$ cat src/tdc_sweep_pkg.sv
// Shared constants, register map and carrier types for the sweep timing control
package tdc_sweep_pkg;

  // ----------------------------------------------------------------
  // Register byte offsets
  // ----------------------------------------------------------------
  localparam logic [7:0] OFS_CTRL = 8'h00;
  localparam logic [7:0] OFS_SYNC = 8'h04;
  localparam logic [7:0] OFS_SWEEP_PRESET = 8'h08;
  localparam logic [7:0] OFS_START_PRESET = 8'h0C;
  localparam logic [7:0] OFS_TIME_PRESET = 8'h10;
  localparam logic [7:0] OFS_ACQ_DELAY = 8'h14;
  localparam logic [7:0] OFS_HOLD_AFTER = 8'h18;
  localparam logic [7:0] OFS_EOS_DEAD = 8'h1C;
  localparam logic [7:0] OFS_RANGE = 8'h20;
  localparam logic [7:0] OFS_CYCLES = 8'h24;
  localparam logic [7:0] OFS_STATUS = 8'h28;
  localparam logic [7:0] OFS_SWEEP_COUNT = 8'h2C;
  localparam logic [7:0] OFS_TIME_LO = 8'h30;
  localparam logic [7:0] OFS_TIME_HI = 8'h34;
  localparam logic [7:0] OFS_START_COUNT = 8'h38;

  // ----------------------------------------------------------------
  // Control register bits (bits 0 and 1 are write-only strobes)
  // ----------------------------------------------------------------
  localparam int CTRL_BEGIN_ACQ = 0;
  localparam int CTRL_STOP_ACQ = 1;
  localparam int CTRL_ENDLESS = 2;
  localparam int CTRL_SOFT_BEGIN = 3;
  localparam int CTRL_TIME_DIFF = 4;
  localparam int CTRL_START_EVT = 5;
  localparam int CTRL_SWEEP_PRE = 6;
  localparam int CTRL_START_PRE = 7;
  localparam int CTRL_TIME_PRE = 8;
  localparam int CTRL_SEQ = 9;
  localparam int CTRL_TAG_BINARY = 10;
  localparam int CTRL_TAG_EN = 11;
  localparam int CTRL_W = 12;
  localparam logic [11:0] CTRL_STORE_MASK = 12'hFFC;

  // ----------------------------------------------------------------
  // Field positions and limits
  // ----------------------------------------------------------------
  localparam int SYNC2_LSB = 8;
  localparam int SEL_W = 6;
  localparam int RANGE_BIN_LSB = 8;
  localparam int RANGE_TAG_LSB = 16;
  localparam logic [4:0] BIN_SHIFT_MAX = 5'h18;
  localparam logic [4:0] TAG_COUNT_MAX = 5'h10;
  localparam int TIME_W = 54;
  localparam int SWEEP_TIME_W = 48;
  localparam int TAG_W = 16;
  localparam int STOP_N = 5;
  localparam int FREQ_N = 6;

  // ----------------------------------------------------------------
  // Sync source codes
  // ----------------------------------------------------------------
  localparam logic [5:0] SRC_START = 6'h00;
  localparam logic [5:0] SRC_STATUS = 6'h06;
  localparam logic [5:0] SRC_FREQ = 6'h0A;
  localparam logic [5:0] SRC_FREQ_FAST = 6'h0D;
  localparam logic [5:0] SRC_FREQ_END = 6'h0F;
  localparam logic [5:0] SRC_TIME = 6'h10;
  localparam logic [5:0] SRC_SWEEP = 6'h30;

  // ----------------------------------------------------------------
  // Timing
  // ----------------------------------------------------------------
  localparam int CLK_NS = 100;
  localparam logic [5:0] TICK_LAST = 6'h3F;

  typedef enum logic [2:0] {
    PH_IDLE = 3'b000,
    PH_WAIT = 3'b001,
    PH_DELAY = 3'b010,
    PH_SWEEP = 3'b011,
    PH_EOS = 3'b100,
    PH_HOLD = 3'b101
  } phase_t;

  typedef struct packed {
    logic valid;
    logic [2:0] channel;
    logic [31:0] offset;
    logic [53:0] stamp;
    logic [15:0] row;
    logic [15:0] part;
  } evt_t;

endpackage

$ cat src/tdc_sweep_timing_control.sv
// Sweep and timing control with APB register access and sync output routing
//
// Operation
// - Each sync output selects input or internal source
// - Six fixed square-wave frequencies available on sync
// - Three fastest frequencies only on fast sync
// - Running, window and hold-off status signals
// - Blank signal during end-of-sweep dead time
// - Any time counter bit 0..31 on sync
// - Any sweep counter bit 0..11 on sync
// - Time counter ticks every 64 dwell periods
// - Per-output invert of sync level
// - Sweep mode: start pulse begins each sweep
// - Endless mode: one sweep runs until stopped
// - Endless: full time kept, channel pointer wraps
// - Software begin needs no external start pulse
// - Time difference: offsets from first stop
// - Out-of-range stop becomes new reference
// - Start events inserted as zero events
// - Sweep, start and time presets stop acquisition
// - Sequential cycles and repeated sequences on preset
// - Tag rows: one-hot n+2 or binary pattern
// - Bin width powers of two only
// - Ignore events until acquisition delay elapsed
// - No new sweep until hold time elapsed
//
// Local design decisions: the placing of the registers and register access over APB.
`timescale 1ns/1ps

module tdc_sweep_timing_control
  import tdc_sweep_pkg::*;
(
  input wire logic clk,
  input wire logic reset_n,
  input wire logic psel,
  input wire logic penable,
  input wire logic pwrite,
  input wire logic [7:0] paddr,
  input wire logic [31:0] pwdata,
  output logic [31:0] prdata,
  output logic pready,
  output logic pslverr,
  input wire logic start_in,
  input wire logic [4:0] stop_inputs,
  input wire logic [15:0] tag_in,
  input wire logic [5:0] freq_taps,
  output logic fast_sync_output,
  output logic slow_sync_output,
  output logic sweep_running,
  output logic measure_window,
  output logic trigger_pause_window,
  output logic end_of_sweep_blank,
  output logic acq_running,
  output evt_t evt
);

  // ----------------------------------------------------------------
  // State
  // ----------------------------------------------------------------
  typedef struct packed {
    logic [11:0] ctrl;
    logic [15:0] sync_cfg;
    logic [31:0] sweep_preset;
    logic [31:0] start_preset;
    logic [31:0] time_preset;
    logic [31:0] acq_delay;
    logic [31:0] hold_after;
    logic [31:0] eos_dead;
    logic [4:0] range_log2;
    logic [4:0] bin_shift;
    logic [4:0] tag_count;
    logic [15:0] cycles;
    logic [15:0] sequences;
    phase_t phase;
    logic acquiring;
    logic [5:0] prescale;
    logic [53:0] time_cnt;
    logic [31:0] elapsed;
    logic [31:0] sweep_cnt;
    logic [31:0] start_cnt;
    logic [31:0] phase_cnt;
    logic [47:0] sweep_time;
    logic [15:0] cycle_idx;
    logic [15:0] seq_idx;
    logic ref_valid;
    logic [47:0] ref_time;
    logic [4:0] stop_prev;
    logic start_prev;
    logic [31:0] prdata;
    logic pready;
    logic pslverr;
    logic fast_sync;
    logic slow_sync;
    logic running;
    logic window;
    logic pause;
    logic blank;
    evt_t evt;
  } state_t;

  state_t s;
  state_t next_s;

  // One-hot tag row: no tag, single tag index + 1, or the overflow row
  function automatic logic [15:0] tag_row(input logic [15:0] tags, input logic [4:0] n,
                                          input logic binary);
    logic [4:0] ones;
    logic [15:0] idx;
    ones = 5'h00;
    idx = 16'h0000;
    for (int i = 0; i < TAG_W; i++) begin
      if (tags[i]) begin
        ones = ones + 5'h01;
        idx = 16'(i + 1);
      end
    end
    if (binary) begin
      tag_row = tags;
    end else if (ones == 5'h00) begin
      tag_row = 16'h0000;
    end else if (ones == 5'h01) begin
      tag_row = idx;
    end else begin
      tag_row = 16'(n) + 16'h0001;
    end
  endfunction

  // ----------------------------------------------------------------
  // Next-state logic
  // ----------------------------------------------------------------
  always_comb begin
    logic start_edge;
    logic [4:0] stop_edge;
    logic apb_wr;
    logic apb_rd;
    logic begin_sweep;
    logic sweep_end;
    logic preset_hit;
    logic restart;
    logic stop_hit;
    logic [2:0] stop_ch;
    logic [5:0] shift;
    logic [63:0] len_probe;
    logic [47:0] ptr_abs;
    logic [47:0] ptr_mask;
    logic [47:0] diff;
    logic [15:0] tag_mask;
    logic [63:0] src;
    logic [5:0] sel1;
    logic [5:0] sel2;
    start_edge = 1'b0;
    stop_edge = 5'h00;
    apb_wr = 1'b0;
    apb_rd = 1'b0;
    begin_sweep = 1'b0;
    sweep_end = 1'b0;
    preset_hit = 1'b0;
    restart = 1'b0;
    stop_hit = 1'b0;
    stop_ch = 3'h0;
    shift = 6'h00;
    len_probe = 64'h0;
    ptr_abs = 48'h0;
    ptr_mask = 48'h0;
    diff = 48'h0;
    tag_mask = 16'h0000;
    src = 64'h0;
    sel1 = 6'h00;
    sel2 = 6'h00;
    next_s = s;
    next_s.pready = 1'b0;
    next_s.pslverr = 1'b0;
    next_s.evt.valid = 1'b0;

    // Inputs are synchronous; events are rising edges
    start_edge = start_in & ~s.start_prev;
    stop_edge = stop_inputs & ~s.stop_prev;
    next_s.start_prev = start_in;
    next_s.stop_prev = stop_inputs;
    apb_wr = psel & penable & pwrite & ~s.pready;
    apb_rd = psel & penable & ~pwrite & ~s.pready;

    // Channel pointer: dwell time scaled by a power-of-two bin, masked to range
    shift = 6'(s.range_log2) + 6'(s.bin_shift);
    len_probe = 64'(s.sweep_time + 48'h1) >> shift;
    ptr_abs = s.sweep_time >> s.bin_shift;
    ptr_mask = (48'h1 << s.range_log2) - 48'h1;

    // Time counter advances once per 64 dwell periods
    if (s.acquiring) begin
      next_s.prescale = s.prescale + 6'h01;
      if (s.prescale == TICK_LAST) begin
        next_s.time_cnt = s.time_cnt + 54'h1;
        next_s.elapsed = s.elapsed + 32'h1;
      end
      if (start_edge) begin
        next_s.start_cnt = s.start_cnt + 32'h1;
      end
    end

    // Sweep sequencing
    case (s.phase)
      PH_IDLE: begin
        next_s.phase = PH_IDLE;
      end
      PH_WAIT: begin
        // Soft begin and endless both launch without an external pulse
        if (start_edge || s.ctrl[CTRL_SOFT_BEGIN] || s.ctrl[CTRL_ENDLESS]) begin
          begin_sweep = 1'b1;
        end
      end
      PH_DELAY: begin
        next_s.sweep_time = s.sweep_time + 48'h1;
        next_s.phase_cnt = s.phase_cnt + 32'h1;
        if (s.phase_cnt + 32'h1 >= s.acq_delay) begin
          next_s.phase = PH_SWEEP;
        end
      end
      PH_SWEEP: begin
        next_s.sweep_time = s.sweep_time + 48'h1;
        // Endless sweeps never end; the pointer simply wraps
        if (!s.ctrl[CTRL_ENDLESS] && len_probe != 64'h0) begin
          sweep_end = 1'b1;
        end
      end
      PH_EOS: begin
        next_s.phase_cnt = s.phase_cnt + 32'h1;
        if (s.phase_cnt + 32'h1 >= s.eos_dead) begin
          next_s.phase_cnt = 32'h0;
          next_s.phase = (s.hold_after != 32'h0) ? PH_HOLD : PH_WAIT;
        end
      end
      PH_HOLD: begin
        // Starts arriving here are counted but do not launch a sweep
        next_s.phase_cnt = s.phase_cnt + 32'h1;
        if (s.phase_cnt + 32'h1 >= s.hold_after) begin
          next_s.phase = PH_WAIT;
        end
      end
      default: begin
        next_s.phase = PH_IDLE;
      end
    endcase

    if (begin_sweep) begin
      next_s.sweep_cnt = s.sweep_cnt + 32'h1;
      next_s.sweep_time = 48'h0;
      next_s.phase_cnt = 32'h0;
      next_s.ref_valid = 1'b0;
      next_s.phase = (s.acq_delay != 32'h0) ? PH_DELAY : PH_SWEEP;
      if (s.ctrl[CTRL_START_EVT]) begin
        next_s.evt.valid = 1'b1;
        next_s.evt.channel = 3'h0;
        next_s.evt.offset = 32'h0;
        next_s.evt.stamp = s.time_cnt;
        next_s.evt.row = 16'h0000;
        next_s.evt.part = s.cycle_idx;
      end
    end

    if (sweep_end) begin
      next_s.phase_cnt = 32'h0;
      if (s.eos_dead != 32'h0) begin
        next_s.phase = PH_EOS;
      end else if (s.hold_after != 32'h0) begin
        next_s.phase = PH_HOLD;
      end else begin
        next_s.phase = PH_WAIT;
      end
    end

    // Stop events, only inside the measurement window; lowest input wins a tie
    for (int i = STOP_N - 1; i >= 0; i--) begin
      if (stop_edge[i]) begin
        stop_hit = 1'b1;
        stop_ch = 3'(i + 1);
      end
    end
    if (stop_hit && s.phase == PH_SWEEP) begin
      tag_mask = 16'((17'h1 << s.tag_count) - 17'h1);
      next_s.evt.valid = 1'b1;
      next_s.evt.channel = stop_ch;
      next_s.evt.stamp = s.time_cnt;
      next_s.evt.part = s.cycle_idx;
      next_s.evt.row = s.ctrl[CTRL_TAG_EN] ?
        tag_row(tag_in & tag_mask, s.tag_count, s.ctrl[CTRL_TAG_BINARY]) : 16'h0000;
      next_s.evt.offset = 32'(ptr_abs & ptr_mask);
      if (s.ctrl[CTRL_TIME_DIFF]) begin
        diff = ptr_abs - s.ref_time;
        if (!s.ref_valid || (diff >> s.range_log2) != 48'h0) begin
          next_s.ref_valid = 1'b1;
          next_s.ref_time = ptr_abs;
          next_s.evt.offset = 32'h0;
        end else begin
          next_s.evt.offset = 32'(diff);
        end
      end
    end

    // Presets; sweep and start counts are judged when a sweep finishes
    if (s.acquiring) begin
      if (s.ctrl[CTRL_TIME_PRE] && s.elapsed >= s.time_preset) begin
        preset_hit = 1'b1;
      end
      if (sweep_end && s.ctrl[CTRL_SWEEP_PRE] && s.sweep_cnt >= s.sweep_preset) begin
        preset_hit = 1'b1;
      end
      if (sweep_end && s.ctrl[CTRL_START_PRE] && s.start_cnt >= s.start_preset) begin
        preset_hit = 1'b1;
      end
    end
    if (preset_hit) begin
      if (s.ctrl[CTRL_SEQ] && s.cycle_idx + 16'h1 < s.cycles) begin
        next_s.cycle_idx = s.cycle_idx + 16'h1;
        restart = 1'b1;
      end else if (s.ctrl[CTRL_SEQ] && s.seq_idx + 16'h1 < s.sequences) begin
        next_s.seq_idx = s.seq_idx + 16'h1;
        next_s.cycle_idx = 16'h0;
        restart = 1'b1;
      end else begin
        next_s.acquiring = 1'b0;
        next_s.phase = PH_IDLE;
      end
    end

    // APB register writes; a begin strobe overrides sequencing this cycle
    if (apb_wr) begin
      next_s.pready = 1'b1;
      if (paddr == OFS_CTRL) begin
        next_s.ctrl = pwdata[CTRL_W-1:0] & CTRL_STORE_MASK;
        if (pwdata[CTRL_BEGIN_ACQ]) begin
          next_s.acquiring = 1'b1;
          next_s.cycle_idx = 16'h0;
          next_s.seq_idx = 16'h0;
          restart = 1'b1;
        end else if (pwdata[CTRL_STOP_ACQ]) begin
          next_s.acquiring = 1'b0;
          next_s.phase = PH_IDLE;
        end
      end else if (paddr == OFS_SYNC) begin
        next_s.sync_cfg = pwdata[15:0];
      end else if (paddr == OFS_SWEEP_PRESET) begin
        next_s.sweep_preset = pwdata;
      end else if (paddr == OFS_START_PRESET) begin
        next_s.start_preset = pwdata;
      end else if (paddr == OFS_TIME_PRESET) begin
        next_s.time_preset = pwdata;
      end else if (paddr == OFS_ACQ_DELAY) begin
        next_s.acq_delay = pwdata;
      end else if (paddr == OFS_HOLD_AFTER) begin
        next_s.hold_after = pwdata;
      end else if (paddr == OFS_EOS_DEAD) begin
        next_s.eos_dead = pwdata;
      end else if (paddr == OFS_RANGE) begin
        next_s.range_log2 = pwdata[4:0];
        // Exponent form keeps every bin width a power of two
        next_s.bin_shift = (pwdata[RANGE_BIN_LSB+:5] > BIN_SHIFT_MAX) ?
          BIN_SHIFT_MAX : pwdata[RANGE_BIN_LSB+:5];
        next_s.tag_count = (pwdata[RANGE_TAG_LSB+:5] > TAG_COUNT_MAX) ?
          TAG_COUNT_MAX : pwdata[RANGE_TAG_LSB+:5];
      end else if (paddr == OFS_CYCLES) begin
        next_s.cycles = pwdata[15:0];
        next_s.sequences = pwdata[31:16];
      end else if (paddr == OFS_STATUS || paddr == OFS_SWEEP_COUNT || paddr == OFS_TIME_LO ||
                   paddr == OFS_TIME_HI || paddr == OFS_START_COUNT) begin
        next_s.pslverr = 1'b0;
      end else begin
        next_s.pslverr = 1'b1;
      end
    end

    // Fresh acquisition or next cycle: counters cleared, wait for a start
    if (restart) begin
      next_s.phase = PH_WAIT;
      next_s.sweep_cnt = 32'h0;
      next_s.start_cnt = 32'h0;
      next_s.elapsed = 32'h0;
      next_s.time_cnt = 54'h0;
      next_s.prescale = 6'h00;
      next_s.sweep_time = 48'h0;
      next_s.phase_cnt = 32'h0;
      next_s.ref_valid = 1'b0;
    end

    // APB reads
    if (apb_rd) begin
      next_s.pready = 1'b1;
      next_s.prdata = 32'h0;
      if (paddr == OFS_CTRL) begin
        next_s.prdata = {20'h0, s.ctrl};
      end else if (paddr == OFS_SYNC) begin
        next_s.prdata = {16'h0, s.sync_cfg};
      end else if (paddr == OFS_SWEEP_PRESET) begin
        next_s.prdata = s.sweep_preset;
      end else if (paddr == OFS_START_PRESET) begin
        next_s.prdata = s.start_preset;
      end else if (paddr == OFS_TIME_PRESET) begin
        next_s.prdata = s.time_preset;
      end else if (paddr == OFS_ACQ_DELAY) begin
        next_s.prdata = s.acq_delay;
      end else if (paddr == OFS_HOLD_AFTER) begin
        next_s.prdata = s.hold_after;
      end else if (paddr == OFS_EOS_DEAD) begin
        next_s.prdata = s.eos_dead;
      end else if (paddr == OFS_RANGE) begin
        next_s.prdata = {11'h0, s.tag_count, 3'h0, s.bin_shift, 3'h0, s.range_log2};
      end else if (paddr == OFS_CYCLES) begin
        next_s.prdata = {s.sequences, s.cycles};
      end else if (paddr == OFS_STATUS) begin
        next_s.prdata = {s.seq_idx[7:0], s.cycle_idx[7:0], 12'h0, s.acquiring, s.phase};
      end else if (paddr == OFS_SWEEP_COUNT) begin
        next_s.prdata = s.sweep_cnt;
      end else if (paddr == OFS_TIME_LO) begin
        next_s.prdata = s.time_cnt[31:0];
      end else if (paddr == OFS_TIME_HI) begin
        next_s.prdata = {10'h0, s.time_cnt[53:32]};
      end else if (paddr == OFS_START_COUNT) begin
        next_s.prdata = s.start_cnt;
      end else begin
        next_s.pslverr = 1'b1;
      end
    end

    // Status levels follow the phase being entered
    next_s.running = (next_s.phase == PH_DELAY) || (next_s.phase == PH_SWEEP);
    next_s.window = (next_s.phase == PH_SWEEP);
    next_s.pause = (next_s.phase == PH_HOLD);
    next_s.blank = (next_s.phase == PH_EOS);

    // Sync source map: inputs, status, fixed frequencies, counter bits
    src[5:0] = {stop_inputs, start_in};
    src[9:6] = {s.blank, s.pause, s.window, s.running};
    src[15:10] = freq_taps;
    src[47:16] = s.time_cnt[31:0];
    src[59:48] = s.sweep_cnt[11:0];
    sel1 = s.sync_cfg[SEL_W-1:0];
    sel2 = s.sync_cfg[SYNC2_LSB+:SEL_W];
    next_s.fast_sync = src[sel1] ^ s.sync_cfg[SEL_W];
    // The slow output cannot carry the fastest tones; it parks at idle level
    if (sel2 >= SRC_FREQ_FAST && sel2 <= SRC_FREQ_END) begin
      next_s.slow_sync = s.sync_cfg[SYNC2_LSB+SEL_W];
    end else begin
      next_s.slow_sync = src[sel2] ^ s.sync_cfg[SYNC2_LSB+SEL_W];
    end
  end

  // ----------------------------------------------------------------
  // State register
  // ----------------------------------------------------------------
  always_ff @(posedge clk or negedge reset_n) begin
    if (!reset_n) begin
      s <= '0;
    end else begin
      s <= next_s;
    end
  end

  // Outputs straight from state flops
  assign prdata = s.prdata;
  assign pready = s.pready;
  assign pslverr = s.pslverr;
  assign fast_sync_output = s.fast_sync;
  assign slow_sync_output = s.slow_sync;
  assign sweep_running = s.running;
  assign measure_window = s.window;
  assign trigger_pause_window = s.pause;
  assign end_of_sweep_blank = s.blank;
  assign acq_running = s.acquiring;
  assign evt = s.evt;

endmodule // tdc_sweep_timing_control
$ cat config.mk
export PLATFORM = sky130hd
export DESIGN_NAME = tdc_sweep_timing_control
export DESIGN_NICKNAME = d
export VERILOG_FILES = /design/src/tdc_sweep_pkg.sv /design/src/tdc_sweep_timing_control.sv
export SDC_FILE = /design/constraint.sdc
export NUM_CORES = 2
export LEC_CHECK = 0
export BUFFER_PORTS_ARGS = -buffer_cell sky130_fd_sc_hd__buf_2
export CORE_MARGIN = 8
export CORE_UTILIZATION = 54
export CTS_BUF_LIST = sky130_fd_sc_hd__clkbuf_4 sky130_fd_sc_hd__clkbuf_8
export DETAILED_ROUTE_END_ITERATION = 16
export PLACE_DENSITY_LB_ADDON = 0.12
export SETUP_SLACK_MARGIN = 0.15
export SLEW_MARGIN = 20
export SYNTH_ARGS = -nofsm -noshare
export SYNTH_HDL_FRONTEND = slang
export SYNTH_SLANG_ARGS = --single-unit
$ cat constraint.sdc
create_clock -name clk -period 11.07 [get_ports clk]
set_clock_uncertainty 0.1 [all_clocks]
set_input_delay 2.214 -clock clk [delete_from_list [all_inputs] [get_ports clk]]
set_output_delay 2.214 -clock clk [all_outputs]
set_load 0.1 [all_outputs]
==> results.md <==
- R2R setup slack: 0.73 ns
- # hold bufs at CTS: 0
- Status: complete, no violations
- Post-synth top cells: dfrtp_1 (754), nand2_1 (621), nor2_1 (540)
- Wire per inst: 26.32 um
- Initial antenna violation count: 10
- Setup violators final: 0
- Synth top area cells: dfrtp_1 (35%), ha_1 (7.1%), mux2_2 (4.7%)
- CTS root buffer: clkbuf_8
- Power Dens Cells: 147.4 nW/um^2
- Num CTS Buffers: 141
- DP Wirelength: 147,200 um
- DRC: 0
- Vias/cell: 6.414
- Tot Pwr: 8.657 mW
- CP peak stage delay: 0.39 ns
- Routability cong.: 0.9962
- Clock slew at reported path FFs: 0.05 ns
- CP required: 11.73 ns
- Slew Viols, Final: 0
- Startpoint Class: input port
- Multi-input gate area: 31,690 um^2
- Critical Path End Type: flip-flop
- Synthesized area: 54,310 um^2
- P&R area growth vs syn: 8.110%
- Cell with the most instances after synthesis: dfrtp_1
- CTS tree: yes
- Die width: 333.1 um
- Dpl cell area: 55,440 um^2
- Worst-Margin Slew: 1.130 ns
- First-pass DRT Iterations: 7
- Worst min path class: flip-flop to flip-flop
- Antenna Nets Post-Route: 0
- Die H: 333.1 um
- Post-synthesis sequential area ratio: 34.74%
- Reg area: 18,870 um^2
- Core area: 99,860 um^2
- Leakage: 26.98 nW
- Clock latency on the worst-skew pair: 0.87 ns
- Overall Global Routing Usage: 34.51%
- Largest net degree at the start of global routing: 176
- Post-Syn Instances: 6,138
- Final WL: 197,800 um
- YS warnings: 0
- Gr ovfl total: 0
- Max clock buf depth: 3
- Share of layout cells above drive strength 1: 16.44%
- Most used DFF post-synth: dfrtp_1
- Synth async-reset ratio: 100.0%
- CTS Sinks: 754
- Leading area contributor after synthesis: dfrtp_1
- Die area: 111,000 um^2
- Peak supply drop: 0.0001061 V
- Post-synthesis register bit count: 754
- Number of I/O pins: 236
- Min cycle time layout: 10.48 ns
- First-pass GRT wire length: 295,000 um
- Final hold viol count: 0
- Num rows: 116
- Via count: 48,200
- Nets@finish: 6,476
- Crit-path max FO: 6
- Place WS: -0.3654 ns
- Initial Util: 54.38%
- Port bufs: 235
- Post-Syn Nets: 6,520
- Period utilization: 94.69%
- Fill cell count: 8,981
- Buf+Inv Stages, Crit Path: 5
- Critical path's slowest cell: or4_1
- Max cap viols: 0
- Slew margin rel.: 24.45%
- Delay-heaviest family, CP: adder cells
- Vias in the first global route: 45,710
- Worst path most repeated cell: ha_1
- RSZ-0062 raised after global routing: no
- Setup Crit Path Kind: input port to flip-flop
- Post-synth top area share: 34.74%
- CP arrival: 11.14 ns
- Final Cell Area: 58,710 um^2
- H-tree Lvls: 4
- Drt initial violations: 5,526
- Peak Freq: 0.09540 GHz
- Fin Hold WS: 0.3687 ns
- Post-synth EDFFs: 0
- Final worst slack: 0.5880 ns
- Syn avg cell area: 8.847 um^2
- Synth cell types: 113
## metrics by stage
stage | TNS [ns] | cells | util (%)
floorplan | 0 | 6138 | -
global placement | -1.718 | 7245 | 55.52
detailed placement | -2.147 | 7245 | 55.52
CTS | 0 | 7498 | 58.63
global route | 0 | 7509 | 58.78
finish | 0 | 7515 | 58.79
## tightest hold or removal path: stages, from the launching register on
cell	delay (ns)
dfrtp_1	0.33
nand2_1	0.04
o21ai_0	0.06
## power breakdown
group / internal [mW] / switching, mW
sequential: 2.87 / 0.248
combinational: 0.932 / 1.61
clock: 1.70 / 1.30
total: 5.50 / 3.16
## cells by family (layout without fill, tap and decap cells)
logic type / after synthesis / after routing / share of synthesized area (%)
other: 0 / 13 / 0
AND/OR/NAND/NOR: 1985 / 1985 / 17.44
buffers and inverters: 886 / 952 / 7.366
flip-flops: 754 / 754 / 34.74
AO/OA/AOI/OAI: 1451 / 1451 / 17.70
multiplexers: 379 / 379 / 9.274
XOR/XNOR: 374 / 374 / 6.331
adder cells (fa/ha/maj): 309 / 309 / 7.147
## cell usage in the layout (no fill, tap or decap), drive strengths merged, types with 20 or more instances in the layout
cell	instances
xor2	189
o21ai	434
ha	307
nor2	541
clkbuf	221
nand2b	61
o2111ai	34
o21a	24
a22oi	96
inv	362
a211oi	51
nor4	63
mux4	75
o221ai	41
a21oi	233
dfrtp	754
a21o	127
nor3	91
a221oi	49
a32oi	38
buf	343
nand4	118
o22ai	36
a31oi	46
nand3	165
nor2b	45
or3	40
mux2i	74
o31ai	39
nand2	621
and4	20
mux2	230
and2	50
o211ai	38
nand3b	25
xnor2	178
and3	93
## what timing repair did
item / 4_1_cts / 5_1_grt
hold endpoints to repair: 0 / 0
buffers inserted: 0 / 4
resized for setup: 0 / 23
endpoints found under the setup margin: 0 / 6
## flip-flops by register name (all words and copies together), names as in the netlist
name / flops
sweep_running: 1
fast_sync_output: 1
slow_sync_output: 1
pready: 1
s: 591
trigger_pause_window: 1
prdata: 32
pslverr: 1
end_of_sweep_blank: 1
evt: 122
measure_window: 1
acq_running: 1
## final timing paths
path                                start      end  cells past startpoint
worst min register to register    evt[31]  evt[31]                      2
min in group asynchronous         reset_n   s[295]                      1
worst max-delay path            tag_in[1]  evt[19]                     50
worst min-delay path              evt[31]  evt[31]                      2
worst max register to register     s[521]  evt[19]                     53
max in group asynchronous         reset_n   s[691]                      3
## layout make-up
type,count,share of cell area (%)
inverter,356,2.276
clock buffer,221,4.659
sequential,754,32.15
clock inverter,32,0.6287
tap,1298,2.766
antenna,13,0.05541
timing repair buffer,343,3.493
multi-input combinational,4498,53.98
## layer usage
layer,wire length (um),global-route usage (%)
met5,13,0
met4,13860,21.27
met3,15860,6.297
met2,89090,53.79
met1,78990,44.56
(Power assumes the default switching activity.)
